--- src/wd_supervision_consts.vh ---
// Purpose: Constants for the slave watchdog and state supervision block
// Assumes: 16-bit register port addressed by byte offset
// Notes:   Definitions only
`ifndef WD_SUPERVISION_CONSTS_VH
`define WD_SUPERVISION_CONSTS_VH
// ----------------------------------------
// Register offsets
// ----------------------------------------
`define STATE_REQ_ADDR   16'h0120
`define STATE_STAT_ADDR  16'h0130
`define TICK_MULT_ADDR   16'h0400
`define PI_WD_TIME_ADDR  16'h0410
`define CH_WD_TIME_ADDR  16'h0420
`define WD_STAT_ADDR     16'h0440
`define SAFE_VALUE_ADDR  16'h0450
// ----------------------------------------
// Reset values
// ----------------------------------------
`define TICK_MULT_RST    16'h09c2
`define CH_WD_TIME_RST   16'h03e8
`define PI_WD_TIME_RST   16'h03e8
`define SAFE_VALUE_RST   8'h00
`define STATE_REQ_RST    4'h1
// ----------------------------------------
// State request and status codes
// ----------------------------------------
`define CODE_INIT        4'h1
`define CODE_PREOP       4'h2
`define CODE_BOOT        4'h3
`define CODE_SAFEOP      4'h4
`define CODE_OP          4'h8
// ----------------------------------------
// Status bit positions
// ----------------------------------------
`define STAT_ERR_BIT     4
`define WD_CH_EXP_BIT    0
`define WD_PI_EXP_BIT    1
// ----------------------------------------
// Timing
// ----------------------------------------
`define CLK_PERIOD_NS    100
`define BASE_TICK_NS     40
`define BASE_TICK_CYC \
  ((`BASE_TICK_NS + `CLK_PERIOD_NS - 1) / `CLK_PERIOD_NS)
`define WD_TICK_EXTRA    16'h0002
`endif

--- src/wd_supervision.v ---
// Purpose: Watchdogs and slave state machine of a fieldbus slave
// Assumes: Access events and config checks arrive on clk_in
// Notes:   Base tick is rounded up to whole clk_in cycles
`default_nettype none
`include "wd_supervision_consts.vh"

module wd_supervision (
  // Clock and reset
  input  wire        clk_in,
  input  wire        reset_n_in,
  // Register port
  input  wire [15:0] reg_addr_in,
  input  wire        reg_wr_in,
  input  wire        reg_rd_in,
  input  wire [15:0] reg_wdata_in,
  output reg  [15:0] reg_rdata_out,
  output reg         reg_rvalid_out,
  // Traffic events
  input  wire        pd_access_in,
  input  wire        pi_access_in,
  // Configuration checks
  input  wire        mbx_cfg_ok_in,
  input  wire        pd_cfg_ok_in,
  input  wire        clk_cfg_ok_in,
  input  wire        input_copy_done_in,
  // Output data
  input  wire [7:0]  master_data_in,
  output reg  [7:0]  out_data_out,
  // Traffic permissions and status
  output reg         mbx_allow_out,
  output reg         foe_only_out,
  output reg         pd_allow_out,
  output reg         input_update_out,
  output reg         input_copy_out,
  output reg         ch_expired_out,
  output reg         pi_expired_out,
  output reg  [3:0]  state_out
);

  // ----------------------------------------
  // States
  // ----------------------------------------
  localparam [5:0] ST_INIT   = 6'h01;
  localparam [5:0] ST_PREOP  = 6'h02;
  localparam [5:0] ST_COPY   = 6'h04;
  localparam [5:0] ST_SAFEOP = 6'h08;
  localparam [5:0] ST_OP     = 6'h10;
  localparam [5:0] ST_BOOT   = 6'h20;
  localparam integer BASE_CYC_INT = `BASE_TICK_CYC;
  localparam [15:0]  BASE_CYC     = BASE_CYC_INT[15:0];
  function wd_due;
    input [15:0] cnt, lim;
    begin
      wd_due = (lim != 16'h0000) && (cnt >= lim);
    end
  endfunction
  function [15:0] rd_mux;
    input [15:0] a, mult, pit, cht, st, wds, sv;
    begin
      case (a)
        `STATE_STAT_ADDR: rd_mux = st;
        `TICK_MULT_ADDR:  rd_mux = mult;
        `PI_WD_TIME_ADDR: rd_mux = pit;
        `CH_WD_TIME_ADDR: rd_mux = cht;
        `WD_STAT_ADDR:    rd_mux = wds;
        `SAFE_VALUE_ADDR: rd_mux = sv;
        default:          rd_mux = 16'h0000;
      endcase
    end
  endfunction
  reg [15:0] mult_reg;
  reg [15:0] pi_time_reg;
  reg [15:0] ch_time_reg;
  reg [7:0]  safe_reg;
  reg [3:0]  req_reg;
  reg        req_new_reg;
  reg        err_reg;
  reg [5:0]  state_reg;
  reg [5:0]  state_next;
  reg [15:0] base_cnt_reg;
  reg [15:0] tick_cnt_reg;
  reg        tick_reg;
  reg [15:0] ch_cnt_reg;
  reg [15:0] pi_cnt_reg;
  reg        ch_exp_reg;
  reg        pi_exp_reg;
  reg [3:0]  code_next;
  reg        err_next;

  wire [15:0] tick_len = mult_reg + `WD_TICK_EXTRA;
  wire wr_req = reg_wr_in && (reg_addr_in == `STATE_REQ_ADDR);
  wire ch_off = (ch_time_reg == 16'h0000);
  // ----------------------------------------
  // Register writes
  // ----------------------------------------
  // Untouched registers keep their contents; no implicit reload.
  always @(posedge clk_in) begin
    if (!reset_n_in) begin
      mult_reg    <= `TICK_MULT_RST;
      ch_time_reg <= `CH_WD_TIME_RST;
      pi_time_reg <= `PI_WD_TIME_RST;
      safe_reg    <= `SAFE_VALUE_RST;
      req_reg     <= `STATE_REQ_RST;
      req_new_reg <= 1'b0;
    end else begin
      req_new_reg <= wr_req;
      if (wr_req)
        req_reg <= reg_wdata_in[3:0];
      if (reg_wr_in) begin
        case (reg_addr_in)
          `TICK_MULT_ADDR:  mult_reg <= reg_wdata_in;
          `PI_WD_TIME_ADDR: pi_time_reg <= reg_wdata_in;
          `CH_WD_TIME_ADDR: ch_time_reg <= reg_wdata_in;
          `SAFE_VALUE_ADDR: safe_reg <= reg_wdata_in[7:0];
          default: ;
        endcase
      end
    end
  end
  // ----------------------------------------
  // Register reads
  // ----------------------------------------
  always @(posedge clk_in) begin
    if (!reset_n_in) begin
      reg_rdata_out  <= 16'h0000;
      reg_rvalid_out <= 1'b0;
    end else begin
      reg_rvalid_out <= reg_rd_in;
      if (reg_rd_in)
        reg_rdata_out <= rd_mux(reg_addr_in, mult_reg, pi_time_reg, ch_time_reg,
                                {11'h000, err_reg, state_out},
                                {14'h0000, pi_exp_reg, ch_exp_reg},
                                {8'h00, safe_reg});
    end
  end
  // ----------------------------------------
  // Shared tick prescaler
  // ----------------------------------------
  // Free running, so a rearm may lose up to one tick of margin.
  always @(posedge clk_in) begin
    if (!reset_n_in) begin
      base_cnt_reg <= 16'h0000;
      tick_cnt_reg <= 16'h0000;
      tick_reg     <= 1'b0;
    end else begin
      tick_reg <= 1'b0;
      if (base_cnt_reg >= BASE_CYC - 16'h0001) begin
        base_cnt_reg <= 16'h0000;
        if (tick_cnt_reg >= tick_len - 16'h0001) begin
          tick_cnt_reg <= 16'h0000;
          tick_reg     <= 1'b1;
        end else begin
          tick_cnt_reg <= tick_cnt_reg + 16'h0001;
        end
      end else begin
        base_cnt_reg <= base_cnt_reg + 16'h0001;
      end
    end
  end
  // ----------------------------------------
  // Watchdogs
  // ----------------------------------------
  always @(posedge clk_in) begin
    if (!reset_n_in) begin
      ch_cnt_reg <= 16'h0000;
      pi_cnt_reg <= 16'h0000;
      ch_exp_reg <= 1'b0;
      pi_exp_reg <= 1'b0;
    end else begin
      if (pd_access_in) begin
        ch_cnt_reg <= 16'h0000;
        ch_exp_reg <= 1'b0;
      end else if (ch_off) begin
        ch_cnt_reg <= 16'h0000;
        ch_exp_reg <= 1'b0;
      end else if (wd_due(ch_cnt_reg, ch_time_reg)) begin
        ch_exp_reg <= 1'b1;
      end else if (tick_reg) begin
        ch_cnt_reg <= ch_cnt_reg + 16'h0001;
      end
      if (pi_access_in) begin
        pi_cnt_reg <= 16'h0000;
        pi_exp_reg <= 1'b0;
      end else if (pi_time_reg == 16'h0000) begin
        pi_cnt_reg <= 16'h0000;
        pi_exp_reg <= 1'b0;
      end else if (wd_due(pi_cnt_reg, pi_time_reg)) begin
        pi_exp_reg <= 1'b1;
      end else if (tick_reg) begin
        pi_cnt_reg <= pi_cnt_reg + 16'h0001;
      end
    end
  end
  // ----------------------------------------
  // Slave state machine
  // ----------------------------------------
  // Watchdog expiry is not an input here, so it cannot move the state.
  always @* begin
    state_next = state_reg;
    err_next   = err_reg;
    case (state_reg)
      ST_INIT: begin
        if (req_new_reg) begin
          if (req_reg == `CODE_PREOP) begin
            state_next = mbx_cfg_ok_in ? ST_PREOP : ST_INIT;
            err_next   = !mbx_cfg_ok_in;
          end else if (req_reg == `CODE_BOOT) begin
            state_next = ST_BOOT;
            err_next   = 1'b0;
          end else begin
            err_next = (req_reg != `CODE_INIT);
          end
        end
      end
      ST_PREOP: begin
        if (req_new_reg) begin
          if (req_reg == `CODE_SAFEOP) begin
            state_next = (pd_cfg_ok_in && clk_cfg_ok_in) ? ST_COPY : ST_PREOP;
            err_next   = !(pd_cfg_ok_in && clk_cfg_ok_in);
          end else if (req_reg == `CODE_INIT) begin
            state_next = ST_INIT;
            err_next   = 1'b0;
          end else begin
            err_next = (req_reg != `CODE_PREOP);
          end
        end
      end
      ST_COPY: begin
        if (input_copy_done_in)
          state_next = ST_SAFEOP;
      end
      ST_SAFEOP, ST_OP: begin
        if (req_new_reg) begin
          err_next = 1'b0;
          case (req_reg)
            `CODE_INIT:   state_next = ST_INIT;
            `CODE_PREOP:  state_next = ST_PREOP;
            `CODE_SAFEOP: state_next = ST_SAFEOP;
            `CODE_OP:     state_next = ST_OP;
            default:      err_next = 1'b1;
          endcase
        end
      end
      ST_BOOT: begin
        if (req_new_reg) begin
          state_next = (req_reg == `CODE_INIT) ? ST_INIT : ST_BOOT;
          err_next   = (req_reg != `CODE_INIT) && (req_reg != `CODE_BOOT);
        end
      end
      default: begin
        state_next = ST_INIT;
        err_next   = 1'b1;
      end
    endcase
  end

  always @* begin
    case (state_next)
      ST_PREOP, ST_COPY: code_next = `CODE_PREOP;
      ST_SAFEOP: code_next = `CODE_SAFEOP;
      ST_OP:     code_next = `CODE_OP;
      ST_BOOT:   code_next = `CODE_BOOT;
      default:   code_next = `CODE_INIT;
    endcase
  end

  always @(posedge clk_in) begin
    if (!reset_n_in) begin
      state_reg <= ST_INIT;
      err_reg   <= 1'b0;
    end else begin
      state_reg <= state_next;
      err_reg   <= err_next;
    end
  end
  // ----------------------------------------
  // Permissions and outputs
  // ----------------------------------------
  always @(posedge clk_in) begin
    if (!reset_n_in) begin
      mbx_allow_out    <= 1'b0;
      foe_only_out     <= 1'b0;
      pd_allow_out     <= 1'b0;
      input_update_out <= 1'b0;
      input_copy_out   <= 1'b0;
      ch_expired_out   <= 1'b0;
      pi_expired_out   <= 1'b0;
      out_data_out     <= `SAFE_VALUE_RST;
      state_out        <= `CODE_INIT;
    end else begin
      state_out        <= code_next;
      ch_expired_out   <= ch_exp_reg;
      pi_expired_out   <= pi_exp_reg;
      mbx_allow_out    <= (state_next != ST_INIT);
      foe_only_out     <= (state_next == ST_BOOT);
      pd_allow_out     <= (state_next == ST_SAFEOP) ||
                          (state_next == ST_OP);
      input_update_out <= (state_next == ST_SAFEOP) ||
                          (state_next == ST_OP);
      input_copy_out   <= (state_next == ST_COPY);
      if (ch_exp_reg || pi_exp_reg)
        out_data_out <= safe_reg;
      else if (state_next == ST_OP)
        out_data_out <= master_data_in;
      else if (state_next == ST_SAFEOP && ch_off)
        out_data_out <= master_data_in;
      else
        out_data_out <= safe_reg;
    end
  end

endmodule // wd_supervision
`default_nettype wire

--- config.mk ---
export PLATFORM = sky130hd
export DESIGN_NAME = wd_supervision
export DESIGN_NICKNAME = d
export VERILOG_FILES = /design/src/wd_supervision.v
export VERILOG_INCLUDE_DIRS = /design/src
export SDC_FILE = /design/constraint.sdc
export NUM_CORES = 1
export LEC_CHECK = 0
export BUFFER_PORTS_ARGS = -buffer_cell sky130_fd_sc_hd__buf_2
export CAP_MARGIN = 30
export CORE_MARGIN = 1.5
export CORE_UTILIZATION = 45
export DETAILED_ROUTE_END_ITERATION = 8
export GPL_ROUTABILITY_DRIVEN = 0
export PLACE_DENSITY = 0.7
export SETUP_SLACK_MARGIN = 0.5
export SYNTH_ARGS = -nofsm -noshare
export SYNTH_HDL_FRONTEND = slang
export SYNTH_SLANG_ARGS = --single-unit
--- constraint.sdc ---
create_clock -name clk_in -period 9.6 [get_ports clk_in]
set_input_delay 2.88 -clock clk_in [delete_from_list [all_inputs] [get_ports clk_in]]
set_output_delay 2.88 -clock clk_in [all_outputs]
set_load 0.005 [all_outputs]
Word level (Yosys, flattened, before mapping)
Cells that the tools add are included.
{"block": "totals", "regBits": 170, "inputBits": 50, "out_inout_bits": 36, "word_cells": 129}
{"block": "op_classes", "addsub": 6, "order_cmp": 4, "n_eq_ne": 31, "muxes": 31, "bitwise_logic": 4, "reduce_logical": 28}
{"op": "one-hot mux 16 bit (6 select lines)", "n": 1}
{"op": "equality test 16 x 11 -> 1 bit (second input constant)", "n": 5}
{"op": "adder 16 x 1 -> 16 bit (second input constant)", "n": 4}
{"op": "two-way mux 6 bit", "n": 10}
{"op": "greater-or-equal comparator 16 bit", "n": 3}
{"op": "equality test 16 x 9 -> 1 bit (second input constant)", "n": 2}
{"op": "logical NOT 16 bit", "n": 2}
{"op": "nonzero test 16 bit", "n": 2}
{"op": "one-hot mux 6 bit (5 select lines)", "n": 1}
{"op": "two-way mux 8 bit", "n": 3}
{"op": "one-hot mux 6 bit (4 select lines)", "n": 1}
{"op": "adder 16 x 2 -> 16 bit (second input constant)", "n": 1}
{"op": "greater-or-equal comparator 16 x 1 -> 1 bit (second input constant)", "n": 1}
{"op": "two-way mux 16 bit", "n": 1}
{"op": "one-hot mux 4 bit (4 select lines)", "n": 1}
{"op": "subtractor 16 x 1 -> 16 bit (second input constant)", "n": 1}
{"op": "AND reduction 2 bit", "n": 7}
{"op": "equality test 6 x 2 -> 1 bit (second input constant)", "n": 2}
{"op": "equality test 6 x 3 -> 1 bit (second input constant)", "n": 2}
{"op": "equality test 6 x 4 -> 1 bit (second input constant)", "n": 2}
{"op": "equality test 6 x 5 -> 1 bit (second input constant)", "n": 2}
{"op": "equality test 6 bit (second input constant)", "n": 2}
{"op": "two-way mux 1 bit", "n": 10}
{"op": "equality test 4 x 2 -> 1 bit (second input constant)", "n": 2}
{"op": "19 further kinds", "n": 36}

Logic depth before layout (Yosys ltp)
Gate-level depths: netlist of run 1.
{"block": "depth", "word_depth": 10, "ltp_mapped": 14, "mapped_depth_nobuf": 14}

Least setup slack after synthesis of run 1
No wires, ideal clock.
{"block": "synth_path", "path_kind": "input port to flip-flop", "from": "input port reg_addr_in[3]", "to": "register mult_reg[11]", "setup_ns": 0.137, "arrival_time_ns": 4.538, "required_time_ns": 9.463, "setup_slack_ns": 4.925, "cell_stages": 8, "n_path_buf": 1, "cell_sequence": "or4_1 -> nor3_1 -> inv_1 -> nor2_1 -> nand2_1 -> clkbuf_1 -> nand2_1 -> nand3_1"}
{"block": "synth_between", "elab_chain_cells": 2}
{"element": "from (decl)", "line": "wd_supervision.v:12", "text": "input wire [15:0] reg_addr_in,"}
{"element": "equality test 16 x 11 -> 1 bit", "line": "wd_supervision.v:110", "text": "case (reg_addr_in)"}
{"element": "AND reduction 2 bit (no line)"}
{"element": "to (signal assigned)", "line": "wd_supervision.v:99", "text": "mult_reg <= `TICK_MULT_RST;"}
{"element": "to (signal assigned)", "line": "wd_supervision.v:111", "text": "`TICK_MULT_ADDR: mult_reg <= reg_wdata_in;"}
{"element": "to (decl)", "line": "wd_supervision.v:71", "text": "reg [15:0] mult_reg;"}
Every way passes these cells.
A chain may end at the register's enable or synchronous reset.

Final worst setup path of run 1
{"block": "layout_path", "from": "input port reg_addr_in[9]", "to": "register reg_rdata_out[5]"}
{"block": "layout_between", "elab_chain_cells": 2, "word_cells_on_any_way": 7, "classes_between": "eq/ne (6); mux (1)"}
{"element": "equality test 16 x 11 -> 1 bit / equality test 16 x 9 -> 1 bit (equally long branches)", "line": "wd_supervision.v:60", "text": "case (a)"}
{"element": "one-hot mux 16 bit (6 select lines) *", "line": "wd_supervision.v:60"}
{"element": "to (signal assigned)", "line": "wd_supervision.v:130", "text": "reg_rdata_out <= rd_mux(reg_addr_in, mult_reg, pi_time_reg, ch_time_reg,"}
{"element": "to (decl)", "line": "wd_supervision.v:16", "text": "output reg [15:0] reg_rdata_out,"}
Every way passes the cells marked *; elsewhere a longest branch is shown, timed or not.

==> metrics.md, run 1 <==
| Metric | Value |
|---|---|
| Outcome | completed |
| Pin count of the biggest net entering global routing | 68 |
| Total number of vias | approximately 7,400 |
| Setup TNS | 0 ns |
| Total grt overflow | 0 |
| Nets | 1,138 |
| Critical path fanouts, max | 15 |
| Final worst path period share | 50.4% |
| Startpoint types | input port |
| Core area | 17,300 um^2 |
| Pwr per Cell Area | around 160 nW/um^2 |
| YS warnings | 0 |
| Layout cell share with drive strength beyond 1 | 13.6% |
| Crit end category | flip-flop |
| Met2 Track Usage GR | 37.5% |
| Sequential area share after synthesis | 38.6% |
| Io pins | 86 |
| CTS tree | built |
| Residual DRC count | 0 |
| Antenna Cells | 0 |
| FF/Latch Area | 3080 um^2 |
| P&R area growth vs syn | 15.3% |
| Placed inst area | 8590 um^2 |
| CTS Buf Count | 17 |
| Post-synth EDFFs | 0 |
| Hold crit path type | reg2reg |
| Worst skew pair latency | around 0.43 ns |
| Total track usage | 23.1% |
| Cell variety after synth | 64 |
| Cells after Synth | 966 |
| Die footprint | 18,500 um^2 |
| FILL cells | 1,633 |
| CTS resizes | 0 |
| Post-synth ARST share | 0% |
| Antenna viol nets, final | 0 |
| Footprint of the multi-input gates | 4530 um^2 |
| Static Leak | about 3.8 nW |
| Final setup viols | 0 |
| HPWL Detailed | 15,600 um |
| Max-cap violations | 0 |
| Die height | 136 um |
| Clock skew | 0.00727 ns |
| Top_reg_cell synth | dfxtp_1 |
| Vias in the first global route | 6,627 |
| CTS Hold Bufs | 0 |
| Worst vdd ir | 106 uV |
| Vias/cell | 5.82 |
| Root Driver | clkbuf_16 |
| Global route hottest layer | met2 |
| GR Util met3 | 5.37% |
| Int Pwr | 1.10 mW |
| Netlist Area Pre-Place | ~8000 um^2 |
| Worst slew pin tran | 0.958 ns |
| Req. time, crit path | ~9.9 ns |
| Clock share of power | 48.4% |
| CTS H-Tree Depth | 4 |
| Fin. Hold Viols | 0 |
| Final max-slew violation count | 0 |
| # placed instances | 1,241 |
| Crit path kind | in2reg |
| Initial detailed-routing violation count | 510 |
| Clock Pin Slew Worst Setup and Hold Paths | 0.06 ns |
| RSZ-0062 raised after global routing | no |
| Final wirelength | 21,200 um |
| Sw Share | a little under a quarter |
| R2r setup slk | 6.25 ns |
| Die X | 136 um |
| Max Buffers Root-to-Sink | 2 |
| Mapped Nets | roughly 1,100 |
| Per-cell routed wire length | 16.7 um |
| Postcts setup bufs | 0 |
| TritonCTS sink count | 154 |
| Met1 Resource Use GR | roughly 30% |
| Minimum clock period | 4.84 ns |
| First-pass GRT wire length | 33,500 um |
| Synth Register Bits | 154 |
| Buffers on Ports | 85 |
| Reg power frac | 45.4% |
| Worst endpoint data arrival time | 5.18 ns |
| Row Count | 48 |
| Slew headroom | 35.9% |
| Pre-Repair DR Iteration Count | 6 |
| Switching pwr | 341 uW |
| Maximum clock rate | 207 MHz |
| Avg Inst Size Synth | 8.26 um^2 |
| Initial antenna violation count | 0 |
| Initial Utilization | 46.1% |
| Logic pwr share | 6.2% |
| Final instance area | 9200 um^2 |
| Finished Layout Cells | 1,274 |
[cells in the mapped netlist, drive strengths merged (3+ instances only)]
cell    count  area share [%]
nor3b       3            0.28
nand2b     13             1.0
and2        7            0.55
a21o        8            0.75
o211ai     19             1.8
nand3b      3            0.28
buf         5            0.34
nor4       18             1.6
a222oi     11             1.4
nand4      14             1.1
a221o       4            0.50
or4         8            0.75
or3        12             1.0
nand2     146             6.9
a21oi      83             5.3
a41o        3            0.38
a31o        3            0.33
nor3       14            0.88
dfxtp     154              39
o31ai       5            0.47
o21a        5            0.47
o21ai      45             2.8
mux2i      27             3.4
nor2       67             3.2
a22oi      12             1.1
a211oi      9             1.1
a31oi       8            0.63
inv        52             2.4
xor2       22             2.4
nand3      31             1.9
clkbuf     38             1.8
xnor2      15             1.6
o22ai       3            0.24
ha         52             8.2
and3       19             1.5
[power by group through the flow]
stage | clock (mW) | combinational, mW | sequential, mW
6_report | 0.698 | 0.0888 | 0.655
5_1_grt | 0.733 | 0.0989 | 0.657
4_1_cts | 0.707 | 0.0886 | 0.655
3_5_place_dp | 0 | 0.0881 | 0.669
3_3_place_gp | 0 | 0.0824 | 0.669
2_1_floorplan | 0 | 0.0545 | 0.667
[routing by layer]
| layer | up-vias | routed length, um |
|---|---|---|
| met5 | - | 0 |
| met1 | 3524 | 9740 |
| li1 | 3618 | - |
| met2 | 235 | 9750 |
| met3 | 37 | 1290 |
| met4 | 0 | 461 |
[cell type report]
| class | count | area share (%) |
|---|---|---|
| timing repair buffer | 94 | 5.44 |
| multi-input combinational | 717 | 49.3 |
| tap | 225 | 3.06 |
| clock inverter | 13 | 1.81 |
| clock buffer | 19 | 4.81 |
| inverter | 52 | 2.12 |
| sequential | 154 | 33.5 |
[critical path, cell delays in order]
cell,delay (ns)
buf_2,0.10
nor4_1,0.46
nand2_1,0.22
or3_1,0.70
nor4_2,0.58
a22oi_1,0.13
o21ai_0,0.12
[kinds of logic (layout without fill, tap and decap cells)]
kind of cell	count (synthesis)	after routing	synth area share, %
AOI/OAI and AO/OA	238	238	19.5
DFF	154	154	38.6
adders and majority gates	52	52	8.15
buffers and inverters	95	178	4.58
xor gates and xnor gates	37	37	4.06
muxes	27	27	3.39
and+or+nand+nor	363	363	21.7
[cells in the final DEF (no fill, tap or decap), types with 19 or more instances in the layout]
master and count:
nand3_1 31, nand2_1 146, mux2i_1 27, nor2_1 67, a21oi_1 82, inv_1 51, xor2_1 22, buf_2 85
o211ai_1 19, and3_1 19, ha_1 52, dfxtp_1 154, o21ai_0 45
[path summary, 6_finish.rpt]
path         depth (start not counted)                 to         startpoint
max                                  7   reg_rdata_out[5]     reg_addr_in[9]
min                                  2  reg_rdata_out[14]  reg_rdata_out[14]
max reg2reg                         14    tick_cnt_reg[1]        mult_reg[2]
min reg2reg                          2  reg_rdata_out[14]  reg_rdata_out[14]
[through the flow]
step | power [mW] | setup slack [ns] | hold WS (ns) | util (%)
global placement | 0.752 | 4.29 | 0.438 | 49.4
CTS | 1.45 | 4.79 | 0.458 | 53.2
finish | 1.44 | 4.76 | 0.452 | 53.2
detailed placement | 0.757 | 4.37 | 0.442 | 49.6
global route | 1.49 | 4.50 | 0.481 | 53.2
floorplan | 0.722 | 4.92 | 0.438 | -
(Power assumes the default switching activity.)
==> inputs of run 2 (changes only) <==
Settings changed: PLACE_DENSITY 0.7 to 0.72.
Clock period 9.6 ns to 4.1 ns, I/O delays scaled along.
==> run 2 against run 1 <==
Effect of this change:
- design area about the same
- global-route usage up 0.86 points
- non-clock buffer count up 5
- count of clock-buffer cells in the layout up 4
- sequential cell count unchanged
- worst hold slack worse by 0.0021 ns
==> metrics.md, run 2 (same netlist as run 1, synthesis figures left out) <==
| Metric | Value |
|---|---|
| Worst Path Buf+Inv | 1 (unchanged) |
| Residual DRC count | 0 (unchanged) |
| Fin. Hold Viols | 0 (unchanged) |
| TritonCTS sink count | 154 (unchanged) |
| R2r setup slk | 0.82 ns (was 6.25 ns) |
| Buffers on Ports | 85 (unchanged) |
| Commonest non-fill, non-tap cell in the layout | dfxtp_1 (unchanged) |
| Pre-CTS WS | 0.602 ns (was 4.37 ns) |
| Hold crit path type | reg2reg (unchanged) |
| Req. time, crit path | 4.47 ns (was 9.94 ns) |
| Reg2reg start | mult_reg[2] (unchanged) |
| Int Pwr | 2.58 mW (was 1.10 mW) |
| P&R area growth vs syn | 15.4% (was 15.3%) |
| Sw Share | 22.5% (was 23.6%) |
| Hold Crit Endpoint | reg_rdata_out[14] (unchanged) |
| Die X | 136 um (unchanged) |
| Minimum clock period | 3.28 ns |
| Die height | 136 um (unchanged) |
| Max-cap violations | 0 (unchanged) |
| Hold Path Origin | reg_rdata_out[14] (unchanged) |
| Logic pwr share | 6.3% (was 6.2%) |
| Row Count | 48 (unchanged) |
| Nets | 1,143 (was 1,138) |
| Slew headroom | 31.7% (was 35.9%) |
| Root Driver | clkbuf_16 (unchanged) |
| Switching pwr | 751 uW (was 341 uW) |
| RSZ-0062 raised after global routing | no (unchanged) |
| Total track usage | 24.0% (was 23.1%) |
| Worst vdd ir | 257 uV (was 106 uV) |
| CTS Buf Count | 17 (unchanged) |
| Clock skew | 0.00948 ns (was 0.00727 ns) |
| Overall power | 3.34 mW (was 1.44 mW) |
| Final setup viols | 0 (unchanged) |
| Antenna Cells | 0 (unchanged) |
| Cell mode on critical path | and3_1 |
| Initial Utilization | 46.1% (unchanged) |
| Vias/cell | 5.79 (was 5.82) |
| Clock share of power | 47.7% (was 48.4%) |
| Maximum clock rate | 305 MHz |
| Crit end category | flip-flop (unchanged) |
| Placed inst area | 8620 um^2 (was 8590 um^2) |
| Layout cell share with drive strength beyond 1 | 13.7% (was 13.6%) |
| Static Leak | 3.79 nW (was 3.77 nW) |
| First-pass GRT wire length | 34,800 um (was 33,500 um) |
| Final cell utilization of the core | 53.3% (was 53.2%) |
| Core area | 17,300 um^2 (unchanged) |
| CTS tree | built (unchanged) |
| Most frequent cells in the layout | 154 x dfxtp_1, 146 x nand2_1, 85 x buf_2 (unchanged) |
| Final max-slew violation count | 0 (unchanged) |
| Max Buffers Root-to-Sink | 2 (unchanged) |
| Critical path fanouts, max | 10 (was 15) |
| Final worst path period share | 80.0% |
| CP Cell Sequence | and3_1, and3_1, and2_1, nor2b_1, nand3_1, xor2_1, ha_1, a21o_1, a21o_1, a21oi_2, and3_1, o211ai_1, buf_4, nand2_1, and2_1 (was buf_2, nor4_1, nand2_1, or3_1, nor4_2, a22oi_1, o21ai_0) |
| Initial detailed-routing violation count | 592 (was 510) |
| CTS H-Tree Depth | 4 (unchanged) |
| Reg-to-Reg End | tick_cnt_reg[1] (unchanged) |
| Startpoint types | flip-flop (was input port) |
| Antenna viol nets, final | 0 (unchanged) |
| Finished Layout Cells | 1,277 (was 1,274) |
| Worst endpoint data arrival time | 3.65 ns (was 5.18 ns) |
| # placed instances | 1,247 (was 1,241) |
| Pre-Repair DR Iteration Count | 6 (unchanged) |
| CP max-delay cell | dfxtp_1 (was or3_1) |
| Total number of vias | 7,392 (was 7,414) |
| Crit-path max cell delay | 0.42 ns (was 0.70 ns) |
| Die footprint | 18,500 um^2 (unchanged) |
| Hold Crit Depth | 2 (unchanged) |
| Worst slew pin tran | 1.02 ns (was 0.958 ns) |
| Total grt overflow | 0 (unchanged) |
| Setup ws final | 0.819 ns (was 4.76 ns) |
| Per-cell routed wire length | 17.0 um (was 16.7 um) |
| Final hold slack | 0.450 ns (was 0.452 ns) |
| Pin count of the biggest net entering global routing | 24 (was 68) |
| Final instance area | 9210 um^2 (was 9200 um^2) |
| CTS Hold Bufs | 0 (unchanged) |
| Final wirelength | 21,700 um (was 21,200 um) |
| Worst r2r path cells | 15 (was 14) |
| Initial antenna violation count | 0 (unchanged) |
| Clock Pin Slew Worst Setup and Hold Paths | 0.06 ns (about the same) |
| Setup TNS | 0 ns (unchanged) |
| Crit path kind | reg2reg (was in2reg) |
| Reg power frac | 46.0% (was 45.4%) |
| Pwr per Cell Area | 362 nW/um^2 (was 157 nW/um^2) |
| Io pins | 86 (unchanged) |
| Outcome | completed (unchanged) |
| Worst path top cell family by delay | simple AND/OR/NAND/NOR gates (unchanged) |
| Vias in the first global route | 6,923 (was 6,627) |
| Worst skew pair latency | 0.43 ns (about the same) |
| HPWL Detailed | 15,900 um (was 15,600 um) |
run 2: timing repair:
item | CTS | global route
endpoints found under the setup margin | 0 | 1
resized for setup | 0 | 1
buffers inserted | 0 | 0
run 2: cell type report:
class                      count  area, um^2
fill                        1634        8090
multi-input combinational    717        4540
sequential                   154        3080
timing repair buffer          99         531
clock buffer                  23         468
tap                          225         282
inverter                      52         195
clock inverter                 7         116
run 2: worst register-to-register path: stages, from the launching register on:
cell	delay, ns
dfxtp_1	0.42
and3_1	0.20
and3_1	0.19
and2_1	0.17
nor2b_1	0.24
nand3_1	0.12
xor2_1	0.16
ha_1	0.31
a21o_1	0.19
a21o_1	0.18
a21oi_2	0.19
and3_1	0.17
o211ai_1	0.24
buf_4	0.28
nand2_1	0.06
and2_1	0.12
run 2: power by group through the flow:
| stage | Sequential (mW) | Combinational, mW | Clock, mW |
|---|---|---|---|
| 6_report | 1.53 | 0.211 | 1.59 |
| 5_1_grt | 1.54 | 0.236 | 1.67 |
| 4_1_cts | 1.53 | 0.210 | 1.61 |
| 3_5_place_dp | 1.57 | 0.210 | 0 |
| 3_3_place_gp | 1.57 | 0.198 | 0 |
| 2_1_floorplan | 1.56 | 0.127 | 0 |
run 2: how the worst max path moves through the flow:
stage | startpoint | slack, ns | cells past startpoint | endpoint
after detailed placement | reg_addr_in[9] | 0.60 | 7 | reg_rdata_out[5]
after CTS | mult_reg[2] | 0.74 | 15 | tick_cnt_reg[1]
after floorplan | reg_addr_in[3] | 1.07 | 8 | mult_reg[11]
after global routing | mult_reg[2] | 0.59 | 15 | tick_cnt_reg[1]
final | mult_reg[2] | 0.82 | 15 | tick_cnt_reg[1]
after global placement | reg_addr_in[9] | 0.60 | 7 | reg_rdata_out[6]
run 2: layer usage:
metal  global-route usage [%]  share of wire (%)  vias to the layer above
met3                     5.29                6.5                       54
met2                     37.8                 45                      258
met1                     31.2                 45                     3459
li1                         -                  -                     3621
met4                     11.1                3.1                        0
met5                        0                  0                        -
